[config.mk]
export PLATFORM = sky130hd
export DESIGN_NAME = atc_timer_regs
export DESIGN_NICKNAME = d
export VERILOG_FILES = /design/src/verilog/atc_pkg.sv /design/src/verilog/atc_pre_if.sv /design/src/verilog/atc_prescaler.sv /design/src/verilog/atc_timer_regs.sv
export SDC_FILE = /design/constraint.sdc
export NUM_CORES = 1
export LEC_CHECK = 0
export BUFFER_PORTS_ARGS = -buffer_cell sky130_fd_sc_hd__buf_4
export CAP_MARGIN = 20
export CORE_MARGIN = 5
export CORE_UTILIZATION = 55
export CTS_CLUSTER_DIAMETER = 80
export DETAILED_ROUTE_END_ITERATION = 10
export GPL_TIMING_DRIVEN = 1
export PLACE_DENSITY = 0.83
export SLEW_MARGIN = 20
export SYNTH_ARGS = -nofsm -noshare
export SYNTH_HDL_FRONTEND = slang
export SYNTH_SLANG_ARGS = --single-unit
[constraint.sdc]
create_clock -name i_clk -period 2.48 [get_ports i_clk]
set_input_delay 0.744 -clock i_clk [delete_from_list [all_inputs] [get_ports i_clk]]
set_output_delay 0.744 -clock i_clk [all_outputs]
set_load 0.02 [all_outputs]
[src/verilog/atc_pkg.sv]
/*
 * Constants shared by the timer register block and its prescaler.
 * Assumes an 8-bit data-space address where I/O addresses are offset by 0x20.
 */
package atc_pkg;
    // Data-space offsets of the registers.
    localparam logic [7:0] A_IRQ_FLAGS = 8'h37;
    localparam logic [7:0] A_SYNC_PSC  = 8'h43;
    localparam logic [7:0] A_IRQ_EN    = 8'h70;
    localparam logic [7:0] A_CTL_A     = 8'hB0;
    localparam logic [7:0] A_CTL_B     = 8'hB1;
    localparam logic [7:0] A_COUNT     = 8'hB2;
    localparam logic [7:0] A_CMP_A     = 8'hB3;
    localparam logic [7:0] A_CMP_B     = 8'hB4;
    localparam logic [7:0] A_ASYNC_ST  = 8'hB6;
    localparam logic [7:0] IO_OFFSET   = 8'h20;
    // Index of each asynchronous register, equal to its busy bit position.
    localparam int RI_CTL_B = 0;
    localparam int RI_CTL_A = 1;
    localparam int RI_CMP_B = 2;
    localparam int RI_CMP_A = 3;
    localparam int RI_COUNT = 4;
    localparam int N_ASYNC  = 5;
    localparam logic [7:0] ASYNC_ADDR [5] = '{8'hB1, 8'hB0, 8'hB4, 8'hB3, 8'hB2};
    // Field positions.
    localparam int B_WRAP    = 0;
    localparam int B_MATCH_A = 1;
    localparam int B_MATCH_B = 2;
    localparam int B_EXT_CLK = 6;
    localparam int B_AS_SEL  = 5;
    localparam int B_TSM     = 7;
    localparam int B_PSR_ASY = 1;
    localparam int B_PSR_SYN = 0;
    // Counter limits and reset value.
    localparam logic [7:0] CNT_MAX    = 8'hFF;
    localparam logic [7:0] CNT_BOTTOM = 8'h00;
    localparam logic [7:0] RST_VAL    = 8'h00;
    localparam logic [1:0] WGM_PHASE  = 2'h1;
    // Divider masks per clock select: stop, 1, 8, 32, 64, 128, 256, 1024.
    localparam logic [9:0] DIV_MASK [8] = '{10'h000, 10'h000, 10'h007, 10'h01F,
                                            10'h03F, 10'h07F, 10'h0FF, 10'h3FF};
endpackage : atc_pkg

[src/verilog/atc_pre_if.sv]
/*
 * Link between the register block and its prescaler.
 * Assumes both ends run on the same clock.
 */
`timescale 1ns/1ps
interface atc_pre_if;
    logic       tick_src;
    logic       clr;
    logic [2:0] sel;
    logic       tick_out;
    modport pre (input tick_src, input clr, input sel, output tick_out);
    modport ctl (output tick_src, output clr, output sel, input tick_out);
endinterface : atc_pre_if

[src/verilog/atc_prescaler.sv]
/*
 * Prescaler: divides the timer clock enable by the selected ratio.
 * Assumes tick_src is a one-cycle enable and clr is a level.
 */
`timescale 1ns/1ps
module atc_prescaler #(
    parameter int DIV_W = 10
) (
    input  wire logic i_clk,
    input  wire logic i_rst_b,
    atc_pre_if.pre    p
);
    logic [DIV_W-1:0] div_q;
    logic [DIV_W-1:0] mask;

    assign mask = atc_pkg::DIV_MASK[p.sel];

    // Free divider, held at zero while the reset bit is on.
    always_ff @(posedge i_clk or negedge i_rst_b)
    begin
        if (!i_rst_b)
            div_q <= '0;
        else if (p.clr)
            div_q <= '0;
        else if (p.tick_src)
            div_q <= div_q + 1'b1;
    end

    // Output tick when every masked divider bit is one; select zero stops.
    always_ff @(posedge i_clk or negedge i_rst_b)
    begin
        if (!i_rst_b)
            p.tick_out <= 1'b0;
        else
            p.tick_out <= p.tick_src && !p.clr && (p.sel != 3'h0)
                          && ((div_q & mask) == mask);
    end
endmodule : atc_prescaler

[src/verilog/atc_timer_regs.sv]
/*
 * Register side of an 8-bit timer with asynchronous clock option.
 * Assumes a single-cycle CPU register port on i_clk (the I/O clock) and
 * an asynchronous oscillator level on i_timer_osc_pin.
 */
//Contract
//- Two 8-bit compare values compared with count; match flags and drives wave pin.
//- Interrupt requested only when enable bit, global bit and flag are one.
//- Compare A or B flag set when count equals that compare value.
//- Each flag clears when its interrupt vector is executed.
//- Writing one to a flag bit clears that flag.
//- Wrap flag set on overflow, or at bottom turnaround in PWM.
//- Flag register at data offset 0x37 or I/O address 0x17.
//- External clock input used when its bit set; crystal runs only when clear. Code enables the input buffer only when async select is also set.
//- Async select bit picks I/O clock (0) or oscillator pin (1).
//- Switching clock source may corrupt timer registers; software rewrites them.
//- Async count write sets busy bit 4 until value reaches counter.
//- Async compare and control writes set busy bits 3..0 until transferred.
//- Sync mode holds both prescaler resets; clearing it releases both.
//- Async prescaler reset self-clears, waits in async mode, holds in sync mode.
//- Shared prescaler reset self-clears unless sync mode is on.
//- Clock select: stop, 1, 8, 32, 64, 128, 256, 1024.
//- Count write blocks compare match on next timer tick.
`timescale 1ns/1ps
module atc_timer_regs (
    input  wire logic       i_clk,
    input  wire logic       i_rst_b,
    input  wire logic [7:0] i_addr,
    input  wire logic       i_io_space,
    input  wire logic       i_wr,
    input  wire logic       i_rd,
    input  wire logic [7:0] i_wdata,
    input  wire logic       i_global_ie,
    input  wire logic [2:0] i_irq_ack,
    input  wire logic       i_timer_osc_pin,
    output logic      [7:0] o_rdata,
    output logic      [2:0] o_irq_req,
    output logic            o_wave_out_a,
    output logic            o_wave_out_b,
    output logic            o_xtal_osc_en,
    output logic            o_ext_clock_buf_en,
    output logic            o_shared_prescale_rst
);
    // ************************************************
    // Decode and oscillator sampling
    // ************************************************
    logic [7:0] addr;
    logic       wr_flags;
    logic       wr_psc;
    logic       wr_en;
    logic       wr_ast;
    logic [4:0] wr_hit;
    logic       osc_s1_q;
    logic       osc_s2_q;
    logic       osc_d3_q;
    logic       src_tick;
    logic       cnt_tick;
    logic [7:0] irq_en_q;
    logic       ext_clock_in_en_q;
    logic       async_clock_sel_q;
    logic       as_chg;
    logic       sync_hold_mode_q;
    logic       async_prescale_reset_q;
    logic       shared_prescale_reset_q;
    logic [4:0] busy_q;
    logic [7:0] hold_q [5];
    logic [4:0] commit;
    logic [7:0] commit_val [5];
    logic [7:0] work_q [4];
    logic [7:0] count_value_q;
    logic       down_q;
    logic       blk_q;
    logic       match_a;
    logic       match_b;
    logic       wrap;
    logic [2:0] flags_q;
    logic [2:0] flags_d;
    logic [2:0] flag_clr;
    logic       pwm;

    // I/O addressing is the data offset less 0x20.
    assign addr     = i_io_space ? 8'(i_addr + atc_pkg::IO_OFFSET) : i_addr;
    assign wr_flags = i_wr && (addr == atc_pkg::A_IRQ_FLAGS);
    assign wr_psc   = i_wr && (addr == atc_pkg::A_SYNC_PSC);
    assign wr_en    = i_wr && (addr == atc_pkg::A_IRQ_EN);
    assign wr_ast   = i_wr && (addr == atc_pkg::A_ASYNC_ST);
    assign as_chg   = wr_ast && (i_wdata[atc_pkg::B_AS_SEL] != async_clock_sel_q);

    // Pin level passes two flops before the edge detector sees it.
    always_ff @(posedge i_clk or negedge i_rst_b)
    begin
        if (!i_rst_b)
        begin
            osc_s1_q <= 1'b0;
            osc_s2_q <= 1'b0;
            osc_d3_q <= 1'b0;
        end
        else
        begin
            osc_s1_q <= i_timer_osc_pin;
            osc_s2_q <= osc_s1_q;
            osc_d3_q <= osc_s2_q;
        end
    end

    // Timer clock enable: every I/O clock, or each oscillator rising edge.
    assign src_tick = async_clock_sel_q ? (osc_s2_q && !osc_d3_q) : 1'b1;

    // ************************************************
    // Prescaler
    // ************************************************
    atc_pre_if pre_if ();

    assign pre_if.tick_src = src_tick;
    assign pre_if.clr      = async_prescale_reset_q;
    assign pre_if.sel      = work_q[atc_pkg::RI_CTL_B][2:0];
    assign cnt_tick        = pre_if.tick_out;

    atc_prescaler #(.DIV_W(10)) u_pre (
        .i_clk   (i_clk),
        .i_rst_b (i_rst_b),
        .p       (pre_if.pre)
    );

    // ************************************************
    // Asynchronous holding registers
    // ************************************************
    generate
        for (genvar k = 0; k < atc_pkg::N_ASYNC; k++)
        begin : g_async
            assign wr_hit[k] = i_wr && (addr == atc_pkg::ASYNC_ADDR[k]);
            // Async writes land in a holding register and wait for a timer tick.
            always_ff @(posedge i_clk or negedge i_rst_b)
            begin
                if (!i_rst_b)
                begin
                    busy_q[k] <= 1'b0;
                    hold_q[k] <= atc_pkg::RST_VAL;
                end
                else if (as_chg)
                    busy_q[k] <= 1'b0;
                else if (wr_hit[k] && async_clock_sel_q)
                begin
                    busy_q[k] <= 1'b1;
                    hold_q[k] <= i_wdata;
                end
                else if (busy_q[k] && src_tick)
                    busy_q[k] <= 1'b0;
            end
            // Synchronous writes take effect at once.
            assign commit[k]     = async_clock_sel_q ? (busy_q[k] && src_tick && !as_chg) : wr_hit[k];
            assign commit_val[k] = async_clock_sel_q ? hold_q[k] : i_wdata;
            if (k < atc_pkg::RI_COUNT)
            begin : g_work
                // Working compare and control values.
                always_ff @(posedge i_clk or negedge i_rst_b)
                begin
                    if (!i_rst_b)
                        work_q[k] <= atc_pkg::RST_VAL;
                    else if (commit[k])
                        work_q[k] <= commit_val[k];
                end
            end
        end
    endgenerate

    // ************************************************
    // Counter and compare
    // ************************************************
    assign pwm     = (work_q[atc_pkg::RI_CTL_A][1:0] == atc_pkg::WGM_PHASE);
    assign match_a = cnt_tick && !blk_q && (count_value_q == work_q[atc_pkg::RI_CMP_A]);
    assign match_b = cnt_tick && !blk_q && (count_value_q == work_q[atc_pkg::RI_CMP_B]);
    assign wrap    = cnt_tick && (pwm ? (down_q && count_value_q == atc_pkg::CNT_BOTTOM)
                                      : (count_value_q == atc_pkg::CNT_MAX));

    // Count runs up, or up and down in phase-correct mode.
    always_ff @(posedge i_clk or negedge i_rst_b)
    begin
        if (!i_rst_b)
        begin
            count_value_q <= atc_pkg::RST_VAL;
            down_q        <= 1'b0;
        end
        else if (commit[atc_pkg::RI_COUNT])
            count_value_q <= commit_val[atc_pkg::RI_COUNT];
        else if (cnt_tick)
        begin
            if (pwm && !down_q && count_value_q == atc_pkg::CNT_MAX)
            begin
                down_q        <= 1'b1;
                count_value_q <= count_value_q - 1'b1;
            end
            else if (pwm && down_q && count_value_q == atc_pkg::CNT_BOTTOM)
            begin
                down_q        <= 1'b0;
                count_value_q <= count_value_q + 1'b1;
            end
            else if (pwm && down_q)
                count_value_q <= count_value_q - 1'b1;
            else
            begin
                down_q        <= 1'b0;
                count_value_q <= count_value_q + 1'b1;
            end
        end
    end

    // A count write masks the compare on the following timer tick.
    always_ff @(posedge i_clk or negedge i_rst_b)
    begin
        if (!i_rst_b)
            blk_q <= 1'b0;
        else if (commit[atc_pkg::RI_COUNT])
            blk_q <= 1'b1;
        else if (cnt_tick)
            blk_q <= 1'b0;
    end

    // Waveform pins toggle on each compare match.
    always_ff @(posedge i_clk or negedge i_rst_b)
    begin
        if (!i_rst_b)
        begin
            o_wave_out_a <= 1'b0;
            o_wave_out_b <= 1'b0;
        end
        else
        begin
            o_wave_out_a <= o_wave_out_a ^ match_a;
            o_wave_out_b <= o_wave_out_b ^ match_b;
        end
    end

    // ************************************************
    // Interrupt flags and requests
    // ************************************************
    // A clear by write or by vector wins over a set in the same cycle.
    assign flag_clr = (wr_flags ? i_wdata[2:0] : 3'h0) | i_irq_ack;
    assign flags_d  = (flags_q | {match_b, match_a, wrap}) & ~flag_clr;

    always_ff @(posedge i_clk or negedge i_rst_b)
    begin
        if (!i_rst_b)
            flags_q <= 3'h0;
        else
            flags_q <= flags_d;
    end

    // Enable register and gated requests.
    always_ff @(posedge i_clk or negedge i_rst_b)
    begin
        if (!i_rst_b)
        begin
            irq_en_q  <= atc_pkg::RST_VAL;
            o_irq_req <= 3'h0;
        end
        else
        begin
            if (wr_en)
                irq_en_q <= {5'h00, i_wdata[2:0]};
            o_irq_req <= flags_q & irq_en_q[2:0] & {3{i_global_ie}};
        end
    end

    // ************************************************
    // Clock source and prescaler control
    // ************************************************
    // Clock source bits; software sets the external bit first.
    always_ff @(posedge i_clk or negedge i_rst_b)
    begin
        if (!i_rst_b)
        begin
            ext_clock_in_en_q  <= 1'b0;
            async_clock_sel_q  <= 1'b0;
            o_xtal_osc_en      <= 1'b1;
            o_ext_clock_buf_en <= 1'b0;
        end
        else
        begin
            if (wr_ast)
            begin
                ext_clock_in_en_q <= i_wdata[atc_pkg::B_EXT_CLK];
                async_clock_sel_q <= i_wdata[atc_pkg::B_AS_SEL];
            end
            o_xtal_osc_en      <= !ext_clock_in_en_q;
            o_ext_clock_buf_en <= ext_clock_in_en_q && async_clock_sel_q;
        end
    end

    // Sync mode keeps the reset bits; otherwise they clear themselves.
    always_ff @(posedge i_clk or negedge i_rst_b)
    begin
        if (!i_rst_b)
        begin
            sync_hold_mode_q        <= 1'b0;
            async_prescale_reset_q  <= 1'b0;
            shared_prescale_reset_q <= 1'b0;
        end
        else if (wr_psc)
        begin
            sync_hold_mode_q        <= i_wdata[atc_pkg::B_TSM];
            async_prescale_reset_q  <= i_wdata[atc_pkg::B_PSR_ASY];
            shared_prescale_reset_q <= i_wdata[atc_pkg::B_PSR_SYN];
        end
        else if (!sync_hold_mode_q)
        begin
            shared_prescale_reset_q <= 1'b0;
            if (!async_clock_sel_q || src_tick)
                async_prescale_reset_q <= 1'b0;
        end
    end

    // Shared prescaler reset drives the other timers' prescaler.
    always_ff @(posedge i_clk or negedge i_rst_b)
    begin
        if (!i_rst_b)
            o_shared_prescale_rst <= 1'b0;
        else
            o_shared_prescale_rst <= shared_prescale_reset_q;
    end

    // ************************************************
    // Read data
    // ************************************************
    always_ff @(posedge i_clk or negedge i_rst_b)
    begin
        if (!i_rst_b)
            o_rdata <= 8'h00;
        else if (i_rd)
        begin
            case (addr)
                atc_pkg::A_IRQ_FLAGS: o_rdata <= {5'h00, flags_q};
                atc_pkg::A_SYNC_PSC:  o_rdata <= {sync_hold_mode_q, 5'h00,
                                                  async_prescale_reset_q, shared_prescale_reset_q};
                atc_pkg::A_IRQ_EN:    o_rdata <= irq_en_q;
                atc_pkg::A_CTL_A:     o_rdata <= work_q[atc_pkg::RI_CTL_A];
                atc_pkg::A_CTL_B:     o_rdata <= {4'h0, work_q[atc_pkg::RI_CTL_B][3:0]};
                atc_pkg::A_COUNT:     o_rdata <= count_value_q;
                atc_pkg::A_CMP_A:     o_rdata <= work_q[atc_pkg::RI_CMP_A];
                atc_pkg::A_CMP_B:     o_rdata <= work_q[atc_pkg::RI_CMP_B];
                atc_pkg::A_ASYNC_ST:  o_rdata <= {1'b0, ext_clock_in_en_q, async_clock_sel_q, busy_q};
                default:              o_rdata <= 8'h00;
            endcase
        end
    end
endmodule : atc_timer_regs
==> impl_metrics.py <==
metrics = {
    "outcome": {
        "run_status": "finished clean",
    },
    "logic_synthesis": {
        "avgSynthCellArea_um2": 10.7,
        "yosys_register_bits": 120,
        "synthCells": 583,
        "synthFlopType": "dfrtp_1",
        "synthTopCellsByArea": "dfrtp_1, mux2_2, nand2_1",
        "yosysWarnings": 0,
        "synth-seq-area-share_pct": 48.1,
        "synth_nets": 614,
        "synth-edff-count": 0,
        "yosysUniqueCellTypes": 64,
        "mappedNetlistArea_mm2": 0.00624,
        "async_reset_ff_share_pct": 100,
        "synth_top_area_share_pct": 47.7,
        "yosys.area.top_type": "dfrtp_1",
    },
    "worst_setup_path": {
        "cp_data_required_time_ns": 2.79,
        "crit_fanout": 8,
        "crit_path_max_incr_delay_ns": 0.38,
        "r2r-end": "count_value_q[2]",
        "path_buf_inv": 1,
        "cp_top_family": "multiplexers",
        "critPathSlowestCell": "mux2_2",
        "path_cells": "buf_4 > ha_4 > mux2_4 > nor3b_4 > nand2_2 > o31a_4 > a22oi_4 > mux2_2",
        "r2r_start": "count_value_q[6]",
        "reg2reg_depth": 7,
        "worstPathArrival_ns": 2.74,
        "worstSetupStartpointType": "primary input",
        "endpoint_kind": "flip-flop",
        "crit_type": "primary input to flip-flop",
        "critical_path_depth": 8,
        "reg2reg_slack_ns": 0.29,
    },
    "finish": {
        "diodes": 0,
        "area_growth_pct": 24.1,
        "finalNetCount": 698,
        "finalNonFillerCells": 823,
        "n_fill_cell": 741,
        "drive_above_1_share_pct": 32.2,
    },
    "detailed_routing": {
        "drt_iter0_drc": 427,
        "routedWlPerCell_um": 19.4,
        "first_pass_iters": 6,
        "detail_route.wirelength_mm": 16.0,
        "detail-route-antenna-nets": 0,
        "drc": 0,
        "vias": 4964,
        "avgViaCountPerCell": 6.03,
    },
    "place": {
        "gp_congestion": 0.986,
        "portBuffers": 41,
        "dp_cells": 791,
        "hpwlAfterDp_mm": 11.4,
    },
    "global_route": {
        "grt_usage_pct": 25.3,
        "grt_pass1_wl_mm": 25.9,
        "grt_pass1_vias": 5019,
        "grt_start_max_net_pins": 68,
        "overflow": 0,
        "antenna_found_initial": 0,
    },
    "floorplan": {
        "initial_core_util_pct": 55.4,
        "num_io_pins": 42,
        "die_x_um": 117,
        "coreArea_mm2": 0.0113,
        "rows": 39,
        "die_area_mm2": 0.0136,
        "die_y_um": 117,
    },
    "timing": {
        "tightest_slew_ns": 0.773,
        "max_freq_mhz": 411,
        "fin_crit_sh_pct": 98.2,
        "rsz0062_at_grt": "yes",
        "skew_ns": 0.00870,
        "setup_viol": 0,
        "max-slew-margin-rel_pct": 48.0,
        "fin_crit_ns": 2.43,
        "drv_slew": 0,
        "hold_violations": 0,
    },
    "clock_tree": {
        "cts.sinks": 120,
        "cts-buffers-inserted": 17,
        "clk_pin_slew_worst_paths_ns": 0.06,
        "cts_tree": "built",
        "insertion_delay_ns": 0.42,
        "cts_root_buf": "clkbuf_16",
        "htreeDepth": 4,
        "clk_path_buf_depth": 2,
        "cts_setup_buffers": 0,
    },
    "power_and_ir_drop": {
        "power.density_mw_per_mm2": 784,
        "p_leak_uw": 0.00373,
        "p_total_uw": 6070,
        "ir_worst_vdd_mv": 0.617,
    },
    "job": {
        "cap_violations": 0,
    },
    "min_path": {
        "hold_path_class": "primary input to async pin",
    },
}
-- worst reg2reg max path: cells and delay by family (launching register included) --
kind                   cells  cell delay (ns)
AND/OR/NAND/NOR            2             0.42
AO/OA/AOI/OAI              2             0.52
XOR/XNOR                   1             0.14
buffers and inverters      1             0.22
multiplexers               1             0.28
flip-flops                 1             0.54
-- worst max-delay path by stage --
stage / startpoint / to / slack, ns
finish: i_addr[5] / work_q[15] / 0.05
global route: i_addr[5] / work_q[8] / -0.002
CTS: i_addr[5] / work_q[12] / 0.04
detailed placement: i_addr[5] / work_q[0] / -0.39
global placement: i_addr[5] / work_q[3] / -0.32
floorplan: i_addr[5] / work_q[10] / -0.25
-- cell usage in the layout, fill, tap and decap left out, drive strengths merged, types with 5 or more instances in the layout --
cell    count
a21o        7
a21oi      20
a22oi      13
a31oi       5
and3        7
buf        94
clkbuf     20
clkinv      5
dfrtp     119
ha          5
inv        12
mux2       73
mux2i       7
nand2      96
nand2b     14
nand3      14
nand4       9
nor2       42
nor2b       5
nor3       10
nor4        6
o21ai       8
xnor2      23
xor2       13
-- metal layers --
metal  wire length (µm)  track usage [%]
met5                  0                0
met4                600             11.9
met2               7720             40.2
met3               1320             6.27
met1               6350             32.7
-- cell type report --
type                            instances  area, µm²  area share [%]
Clock buffer                           20        447            5.77
Clock inverter                         12        175            2.26
Inverter                               12       45.0           0.582
Multi-Input combinational cell        422       3100            40.0
Sequential cell                       120       3000            38.8
Tap cell                              143        179            2.31
Timing Repair Buffer                   94        793            10.2
-- Yosys cell counts (3+ instances only) --
library cell,instances
buf_2,8
buf_1,3
a21o_1,7
mux2_2,63
ha_1,5
a221oi_1,3
nand3_1,13
mux4_2,4
dfrtp_1,119
and3_1,7
nor2_1,41
clkbuf_1,16
o21ai_0,7
nand4_1,9
a21oi_1,19
mux2_4,9
nor3_1,9
mux2i_1,7
nand2b_1,14
nor2b_1,5
or3_1,4
inv_1,12
nor4_1,4
xor2_1,13
nand2_1,95
a22oi_1,12
a31oi_1,4
xnor2_1,23
-- per-stage QoR --
stage | hold WS [ns] | area, µm² | setup WS, ns | utilization [%] | setup TNS (ns)
4_1_cts | 0.328 | 7740 | 0.0429 | 68.7 | 0
5_1_grt | 0.348 | 7740 | -0.00151 | 68.7 | -0.00151
3_3_place_gp | 0.333 | 7120 | -0.318 | 63.1 | -14.13
6_report | 0.325 | 7740 | 0.0456 | 68.7 | 0
2_1_floorplan | 0.331 | 6280 | -0.248 | - | -6.34
3_5_place_dp | 0.342 | 7120 | -0.386 | 63.1 | -18.60
-- what timing repair did --
item | 4_1_cts | 5_1_grt
endpoints found under the setup margin | 0 | 13
hold buffers | 0 | 0
gates resized for setup | 0 | 3
-- cell families (layout without fill, tap and decap cells) --
group,Yosys count,in the layout,share of synthesized area (%)
xor gates and xnor gates,36,36,5.05
and+or+nand+nor,219,219,17.2
AOI/OAI and AO/OA,78,78,9.48
muxes,84,84,16.3
DFF,120,120,48.1
adders and majority gates,5,5,1.00
buffers and inverters,41,138,2.87
-- power by group --
part / leakage, µW / total (µW) / internal [µW] / switching, µW
Clock: 0.000296 / 2580 / 1700 / 875
Sequential: 0.00161 / 2360 / 2140 / 218
Combinational: 0.00183 / 1140 / 532 / 606
Total: 0.00373 / 6070 / 4370 / 1700
-- registers in the layout, indices dropped and copies added, names as in the netlist, 3 cells and up --
signal         flops
busy_q             5
count_value_q      8
flags_q            3
hold_q            36
irq_en_q           3
o_irq_req          3
o_rdata            8
pre_if.sel         3
u_pre.div_q       10
work_q            25
Power figures use the tool's default switching activity.
